--- src/include/tape_timing_pkg.sv ---
`default_nettype none
package tape_timing_pkg;
    // Clock and tick timing
    localparam int CLOCK_HZ = 20000000;
    localparam int MASTER_HZ = 4000000;
    localparam int MASTER_DIV = CLOCK_HZ / MASTER_HZ;
    localparam logic [3:0] DIV_PRESET = 4'h6;
    localparam logic [3:0] DIV_FULL = 4'hf;
    localparam int WSTROBE_DIV = 4;
    // Instruction field positions
    localparam int UNIT_LO_BIT = 9;
    localparam int UNIT_HI_BIT = 10;
    localparam int DD_LO_BIT = 1;
    localparam int DD_HI_BIT = 8;
    localparam int LONG_LO_BIT = 2;
    // Command register bit positions
    localparam int CMD_FORWARD = 0;
    localparam int CMD_REVERSE = 1;
    localparam int CMD_REWIND = 2;
    localparam int CMD_OFFLINE = 3;
    localparam int CMD_RECOVERY = 4;
    localparam int CMD_WRESET = 5;
    localparam int CMD_WSTROBE = 6;
    localparam int CMD_WCURRENT = 7;
    // Reset values
    localparam logic [1:0] UNIT_RESET = 2'h0;
    localparam logic [7:0] CMD_RESET = 8'h00;
    localparam logic [7:0] WCLK_RESET = 8'h00;

    typedef struct packed {
        logic unit_select_load_subfunc;
        logic unit_select_clear_subfunc;
        logic command_reg_clear_subfunc;
        logic write_clock_load_code;
        logic command_reg_load_code;
        logic long_timer_load_code;
        logic short_timer_load_code;
    } micro_strobes_t;

    typedef struct packed {
        logic tick_2u5;
        logic tick_25u;
        logic tick_250u;
    } ticks_t;
endpackage
`default_nettype wire

--- src/hw/decade_divider.sv ---
`timescale 1ns/10ps
`default_nettype none
module decade_divider
    import tape_timing_pkg::*;
(
    // Clock and reset
    input wire logic i_clock,
    input wire logic i_rst,
    // Count enable
    input wire logic i_enable,
    // Carry pulse
    output logic o_carry
);
    logic [3:0] count_q;

    // Preset to 6, carry on tenth increment
    always_ff @(posedge i_clock) begin
        if (i_rst) begin
            count_q <= DIV_PRESET;
            o_carry <= 1'b0;
        end else begin
            o_carry <= 1'b0;
            if (i_enable) begin
                if (count_q == DIV_FULL) begin
                    count_q <= DIV_PRESET;
                    o_carry <= 1'b1;
                end else begin
                    count_q <= count_q + 4'h1;
                end
            end
        end
    end
endmodule
`default_nettype wire

--- src/hw/tape_drive_timing_and_command.sv ---
// Contract
// (RULE1) Unit number comes from command bits 9 and 10.
// (RULE2) Unit select load asserts exactly one of four select lines.
// (RULE3) Unit select clear drops all select lines.
// (RULE4) Command load with bits 1-4 equal 8 sets the forward latch; the code ORs instruction bit 1 alone into it.
// (RULE5) A second command load sets write current and write strobe latches.
// (RULE6) Command register drives eight drive control outputs.
// (RULE7) Command register clear resets all eight bits.
// (RULE8) Write clock rate is programmable for all densities.
// (RULE9) Master clock phases are 4 MHz, complementary.
// (RULE10) Active-high phase steps the microprogram address counter each 250 ns.
// (RULE11) Active-low phase shifts the data registers enabled before.
// (RULE12) Write clock control loads from direct data bits 1-8.
// (RULE13) Control register holds complement, always feeding the counter.
// (RULE14) Counter increments at master rate; every fourth overflow is a strobe.
// (RULE15) Each strobe sets the strobe-seen flag.
// (RULE16) Three decade dividers give 2.5, 25 and 250 us ticks.
// (RULE17) Timers load the complement and count up to overflow.
// (RULE18) Short timer counts at 2.5 us, halves chained, stops on done.
// (RULE19) Long timer counts at 250 us tick.
// (RULE20) Long timer loads from bits 2-8, done flag on its output.
// (RULE21) Short timer loads from bits 1-8.
// (RULE22) Overflow gives a one-cycle low pulse and reload.
// (RULE23) Reset clears unit select, command register and strobe-seen flag.
`timescale 1ns/10ps
`default_nettype none
module tape_drive_timing_and_command
    import tape_timing_pkg::*;
(
    // Clock and reset
    input wire logic i_clock,
    input wire logic i_rst,
    // Microcode strobes and instruction bits, bit 0 unused
    input wire micro_strobes_t i_strobes,
    input wire logic [16:0] i_instruction_bits,
    input wire logic [16:0] i_io_command,
    // Strobe-seen flag acknowledge
    input wire logic i_write_strobe_seen_clear,
    // Master clock phases and steps
    output logic o_master_clock_phase,
    output logic o_master_clock_phase_n,
    output logic o_address_step,
    output logic o_shift_step,
    // Drive outputs
    output logic [3:0] o_drive_select,
    output logic [7:0] o_drive_command,
    output logic o_forward_motion_line,
    output logic o_write_strobe,
    output logic o_write_counter_overflow_pulse_n,
    // Feedback flags
    output logic o_short_timer_done_flag,
    output logic o_long_timer_done_flag,
    output logic o_write_strobe_seen_flag,
    output var ticks_t o_ticks
);
    logic [2:0] phase_cnt_q;
    logic master_tick;
    logic [7:0] wclk_ctrl_q;
    logic [7:0] wclk_cnt_q;
    logic [1:0] wdiv_q;
    logic [7:0] short_q;
    logic short_lo_carry_q;
    logic [7:0] long_q;
    logic c1;
    logic c2;
    logic c3;

    function automatic logic [7:0] inv_bits(input logic [16:0] b, input int lo);
        logic [7:0] r;
        r = 8'hff;
        for (int i = 0; i < 8; i++) begin
            if (lo + i <= DD_HI_BIT) begin
                r[i] = ~b[lo + i];
            end
        end
        return r;
    endfunction

    // Master clock: divide to 4 MHz with two phases
    assign master_tick = (phase_cnt_q == 3'(MASTER_DIV - 1));
    always_ff @(posedge i_clock) begin
        if (i_rst) begin
            phase_cnt_q <= 3'h0;
            o_master_clock_phase <= 1'b0;
            o_master_clock_phase_n <= 1'b1;
            o_address_step <= 1'b0;
            o_shift_step <= 1'b0;
        end else begin
            phase_cnt_q <= master_tick ? 3'h0 : phase_cnt_q + 3'h1;
            o_master_clock_phase <= (phase_cnt_q < 3'(MASTER_DIV / 2)); // [RULE9]
            o_master_clock_phase_n <= ~(phase_cnt_q < 3'(MASTER_DIV / 2)); // [RULE9]
            o_address_step <= master_tick; // [RULE10]
            o_shift_step <= (phase_cnt_q == 3'(MASTER_DIV / 2)); // [RULE11]
        end
    end

    // Decade divider chain
    decade_divider u_div0 (.i_clock(i_clock), .i_rst(i_rst), .i_enable(master_tick),
        .o_carry(c1)); // [RULE16]
    decade_divider u_div1 (.i_clock(i_clock), .i_rst(i_rst), .i_enable(c1),
        .o_carry(c2)); // [RULE16]
    decade_divider u_div2 (.i_clock(i_clock), .i_rst(i_rst), .i_enable(c2),
        .o_carry(c3)); // [RULE16]
    always_ff @(posedge i_clock) begin
        if (i_rst) begin
            o_ticks <= '0;
        end else begin
            o_ticks <= '{tick_2u5: c1, tick_25u: c2, tick_250u: c3};
        end
    end

    // Unit select register
    always_ff @(posedge i_clock) begin
        if (i_rst) begin
            o_drive_select <= 4'h0; // [RULE23]
        end else if (i_strobes.unit_select_clear_subfunc) begin
            o_drive_select <= 4'h0; // [RULE3]
        end else if (i_strobes.unit_select_load_subfunc) begin
            o_drive_select <= 4'h1 << i_io_command[UNIT_HI_BIT:UNIT_LO_BIT]; // [RULE1] [RULE2]
        end
    end

    // Drive command register, load ORs the data bits into the latches
    always_ff @(posedge i_clock) begin
        if (i_rst) begin
            o_drive_command <= CMD_RESET; // [RULE23]
            o_forward_motion_line <= 1'b0;
        end else if (i_strobes.command_reg_clear_subfunc) begin
            o_drive_command <= CMD_RESET; // [RULE7]
            o_forward_motion_line <= 1'b0;
        end else if (i_strobes.command_reg_load_code) begin
            o_drive_command <= o_drive_command
                | i_instruction_bits[DD_HI_BIT:DD_LO_BIT]; // [RULE4] [RULE5] [RULE6]
            o_forward_motion_line <= o_drive_command[CMD_FORWARD]
                | i_instruction_bits[DD_LO_BIT + CMD_FORWARD]; // [RULE4]
        end
    end

    // Write clock control and counter
    always_ff @(posedge i_clock) begin
        if (i_rst) begin
            wclk_ctrl_q <= WCLK_RESET;
        end else if (i_strobes.write_clock_load_code) begin
            wclk_ctrl_q <= inv_bits(i_instruction_bits, DD_LO_BIT); // [RULE12] [RULE13] [RULE8]
        end
    end

    always_ff @(posedge i_clock) begin
        if (i_rst) begin
            wclk_cnt_q <= WCLK_RESET;
            wdiv_q <= 2'h0;
            o_write_counter_overflow_pulse_n <= 1'b1;
            o_write_strobe <= 1'b0;
        end else begin
            o_write_counter_overflow_pulse_n <= 1'b1;
            o_write_strobe <= 1'b0;
            if (master_tick) begin
                if (wclk_cnt_q == 8'hff) begin
                    wclk_cnt_q <= wclk_ctrl_q; // [RULE22]
                    o_write_counter_overflow_pulse_n <= 1'b0; // [RULE22]
                    wdiv_q <= wdiv_q + 2'h1; // [RULE14]
                    o_write_strobe <= (wdiv_q == 2'(WSTROBE_DIV - 1)); // [RULE14]
                end else begin
                    wclk_cnt_q <= wclk_cnt_q + 8'h01; // [RULE14]
                end
            end
        end
    end

    // Strobe-seen flag, set wins over clear
    always_ff @(posedge i_clock) begin
        if (i_rst) begin
            o_write_strobe_seen_flag <= 1'b0; // [RULE23]
        end else if (o_write_strobe) begin
            o_write_strobe_seen_flag <= 1'b1; // [RULE15]
        end else if (i_write_strobe_seen_clear) begin
            o_write_strobe_seen_flag <= 1'b0;
        end
    end

    // Short timer: two chained nibbles
    always_ff @(posedge i_clock) begin
        if (i_rst) begin
            short_q <= 8'h00;
            short_lo_carry_q <= 1'b0;
            o_short_timer_done_flag <= 1'b0;
        end else if (i_strobes.short_timer_load_code) begin
            short_q <= inv_bits(i_instruction_bits, DD_LO_BIT); // [RULE17] [RULE21]
            short_lo_carry_q <= 1'b0;
            o_short_timer_done_flag <= 1'b0;
        end else if (c1 && !o_short_timer_done_flag) begin
            short_q[3:0] <= short_q[3:0] + 4'h1; // [RULE18]
            if (short_q[3:0] == 4'hf) begin
                short_q[7:4] <= short_q[7:4] + 4'h1; // [RULE18]
                if (short_q[7:4] == 4'hf) begin
                    o_short_timer_done_flag <= 1'b1; // [RULE18]
                end
            end
        end
    end

    // Long timer: data in bits 7..1, bit 0 low, two ticks a step
    always_ff @(posedge i_clock) begin
        if (i_rst) begin
            long_q <= 8'h00;
            o_long_timer_done_flag <= 1'b0;
        end else if (i_strobes.long_timer_load_code) begin
            long_q <= inv_bits(i_instruction_bits, LONG_LO_BIT - 1) & 8'hfe; // [RULE17] [RULE20]
            o_long_timer_done_flag <= 1'b0;
        end else if (c3 && !o_long_timer_done_flag) begin
            long_q <= long_q + 8'h01; // [RULE19]
            if (long_q == 8'hff) begin
                o_long_timer_done_flag <= 1'b1; // [RULE20]
            end
        end
    end
endmodule
`default_nettype wire

--- config.mk ---
export PLATFORM = sky130hd
export DESIGN_NAME = tape_drive_timing_and_command
export DESIGN_NICKNAME = d
export VERILOG_FILES = /design/src/include/tape_timing_pkg.sv /design/src/hw/decade_divider.sv /design/src/hw/tape_drive_timing_and_command.sv
export SDC_FILE = /design/constraint.sdc
export NUM_CORES = 1
export LEC_CHECK = 0
export BUFFER_PORTS_ARGS = -buffer_cell sky130_fd_sc_hd__buf_2
export CAP_MARGIN = 20
export CORE_MARGIN = 4
export CORE_UTILIZATION = 52
export CTS_CLUSTER_DIAMETER = 50
export DETAILED_ROUTE_END_ITERATION = 10
export PLACE_DENSITY_LB_ADDON = 0.3
export SYNTH_ARGS = -nofsm -noshare
export SYNTH_HDL_FRONTEND = slang
export SYNTH_SLANG_ARGS = --single-unit
--- constraint.sdc ---
create_clock -name i_clock -period 3.7 [get_ports i_clock]
set_input_delay 0 -clock i_clock [delete_from_list [all_inputs] [get_ports i_clock]]
set_output_delay 0 -clock i_clock [all_outputs]
set_load 0.005 [all_outputs]
==> impl_results.md <==
* Slew Viols, Final at 0
* Final setup viols at 0
* Filler cells at 487
* Max cap viols at 0
* Max Root-Sink Buffers at 2
* Full die area at 7397 sq um
* CTS H-tree depth at 3
* Period minus WS final at 1.644 ns
* Clk pwr share at 36.9%
* DP HPWL at 4159 microns
* Core Area at 5921 sq um
* Worst skew pair latency at 0.35 ns
* Switching part of the total at 24.35%
* Syn nets at 394
* IO Port Bufs at 44
* DRC violations left at 0
* Synth area leaders: dfxtp_1 48%, a21oi_1 5.1%, nor2_1 4.4%
* CP Cell Sequence: inv_1 > ha_1 > and2_1 > nand2_2 > or3_1 > a21oi_1
* Post-synth top area cell: dfxtp_1
* Syn Std Cell Area at 3164 sq um
* Area grow syn2layout at 16.69%
* Final GP Congestion at 0.8025
* Initial DRC count at 120
* Crit Path Category: flip-flop to flip-flop
* Initial antenna violation count at 0
* Pre-Repair DR Iteration Count at 5
* Most frequent cell after synthesis: dfxtp_1
* Final Net Count at 444
* Pwr/cell area at 422.4 nW/um^2
* Post-Syn Instances at 339
* Warnings, synthesis at 0
* Sequential Power Share at 55.5%
* Switching power at 0.0003798 W
* Crit path required time at 3.98 ns
* Final WL at 6211 microns
* Cts bufs inserted at 9
* Clock Pin Slew Worst Setup and Hold Paths at 0.08 ns
* Die width at 86.01 microns
* Synth top area share at 48.08%
* Slew margin rel. at 66.06%
* I/O pin count at 69
* Worst setup SP type: flip-flop
* First-pass GRT wire length at 10,700 microns
* Slowest stage delay, CP at 0.38 ns
* Syn_area_per_cell at 9.334 sq um
* Main synth FF type: dfxtp_1
* CTS tree: done
* Commonest cells in the netlist: 76 x dfxtp_1, 37 x nor2_1, 32 x a21oi_1
* Worst Hold Class: input port to flip-flop
* Largest net degree at the start of global routing at 28
* Slowest cell on the critical path: and2_1
* Final period utilization at 44.42%
* Peak VDD IR at 0.3250 mV
* Die Y at 86.01 microns
* RSZ-0062 raised after global routing: false
* Int Power at 0.001180 W
* Fin. Hold Viols at 0
* Number of synthesized register bits at 76
* Data arrival, critical path at 1.92 ns
* Vias per cell at 5.475
* Post_cts resized at 0
* LEAKAGE at 1.555 nW
* DR WL/cell at 13.24 microns
* Starting Density at 53.44%
* Seq/Total Area, Yosys at 48.08%
* Outcome: complete, no violations
* Skew final at 0.009857 ns
* Comb power frac at 7.6%
* # diodes at 0
* Vias in the first global route at 2,396
* Fmax achieved at 608.5 MHz
* Row Count at 28
* Root buf cell: clkbuf_8
* Buffer count from post-CTS setup fixing at 0
* Setup Total Neg Slack at 0 ns
* Crit end category: flip-flop
* CTS Sinks at 76
* Hold Slack at 0.005132 ns
* Worst Path Max Fanout at 10
* Number of synthesized flops with an enable pin at 0
* Grt ovf at 0
* Detail Route Antenna Nets at 0
* Via Count at 2,568
* Layout cells sized above 1 at 17.51%
* Synth cell types at 49
* Tot GR Track Use at 18.16%
* Ys async rst share at 0%
* Hold buffer count at cts at 14
* Worst Max-Slew Pin Slew at 0.5085 ns
[power by group through the flow]
| stage | clock, W | combinational [W] | sequential, W |
|---|---|---|---|
| global placement | 0 | 0.000105 | 0.000884 |
| CTS | 0.000586 | 0.000119 | 0.000866 |
| finish | 0.000575 | 0.000119 | 0.000866 |
| floorplan | 0 | 0.0000743 | 0.000882 |
| global route | 0.000624 | 0.000135 | 0.000870 |
| detailed placement | 0 | 0.000108 | 0.000885 |
[worst max-delay path, delay by kind of cell, from the launching register on]
family,cells,cell delay (ns)
buf+inv,1,0.08
flops,1,0.33
simple gates,3,0.81
compound gates,1,0.13
fa+ha+maj,1,0.23
[cells by family after synthesis]
group | after synthesis | synth area share [%]
simple gates | 125 | 20.60
flops | 76 | 48.08
mux | 4 | 1.305
xor+xnor | 19 | 5.259
compound gates | 76 | 15.90
fa+ha+maj | 11 | 4.349
buf+inv | 28 | 4.507
[layout make-up]
type	count	area [sq um]	area share [%]
well taps	75	93.84	2.542
inverters	8	30.03	0.8133
clock inverters	4	23.77	0.6438
multi-input cells	235	1500	40.63
repair buffers	59	367.9	9.963
clock buffers	12	155.1	4.202
flip-flops and latches	76	1521	41.21
[per-stage QoR]
step	area (sq um)	utilization (%)	worst slack, ns	total power, W	instances
after floorplan	3164	-	2.301	0.0009563	339
after global placement	3373	56.97	2.082	0.0009885	439
after detailed placement	3373	56.97	2.059	0.0009929	439
after CTS	3692	62.36	2.038	0.001571	469
after global routing	3692	62.36	1.906	0.001630	469
final	3692	62.36	2.056	0.001560	469
[path summary, 6_finish.rpt]
path | from | to | slack, ns | cells after the start
max | phase_cnt_q[0]$_SDFF_PP0_ | u_div0.count_q[3]$_SDFFE_PP0P_ | 2.06 | 6
min | i_io_command[10] | o_drive_select[1]$_SDFFE_PP0P_ | 0.005 | 4
max reg2reg | phase_cnt_q[0]$_SDFF_PP0_ | u_div0.count_q[3]$_SDFFE_PP0P_ | 2.06 | 6
min reg2reg | wclk_ctrl_q[2]$_SDFFE_PP0P_ | wclk_cnt_q[2]$_SDFFE_PP0P_ | 0.45 | 1
[flip-flops by register name, indices dropped and copies added, names as in the netlist, 4 cells and up]
register,cells
o_drive_command,8
u_div2.count_q,4
o_drive_select,4
u_div0.count_q,4
short_q,8
wclk_cnt_q,8
long_q,8
wclk_ctrl_q,8
u_div1.count_q,4
[layout by cell type (no fill, tap or decap), drive strengths merged, types with 3 or more instances in the layout]
cell type,n
dfxtp,76
buf,45
nor2,39
a21oi,32
nand2,19
a211oi,16
dlygate4sd3,14
nor3,13
clkbuf,12
and3,12
xnor2,11
ha,11
nand4,10
inv,8
xor2,8
o21a,7
nand3,7
nor2b,6
and2,5
o21ai,5
clkinv,4
nand3b,3
and4b,3
mux2i,3
[metal layers]
layer  track usage (%)  part of all wire [%]  vias up
met5                 0                     0        -
met4             8.201                   2.3        0
met3             5.572                   5.5       12
met2             28.87                    44       57
met1             22.55                    48     1186
li1                  -                     -     1313
Note: power is estimated with default switching activity, not from simulation.
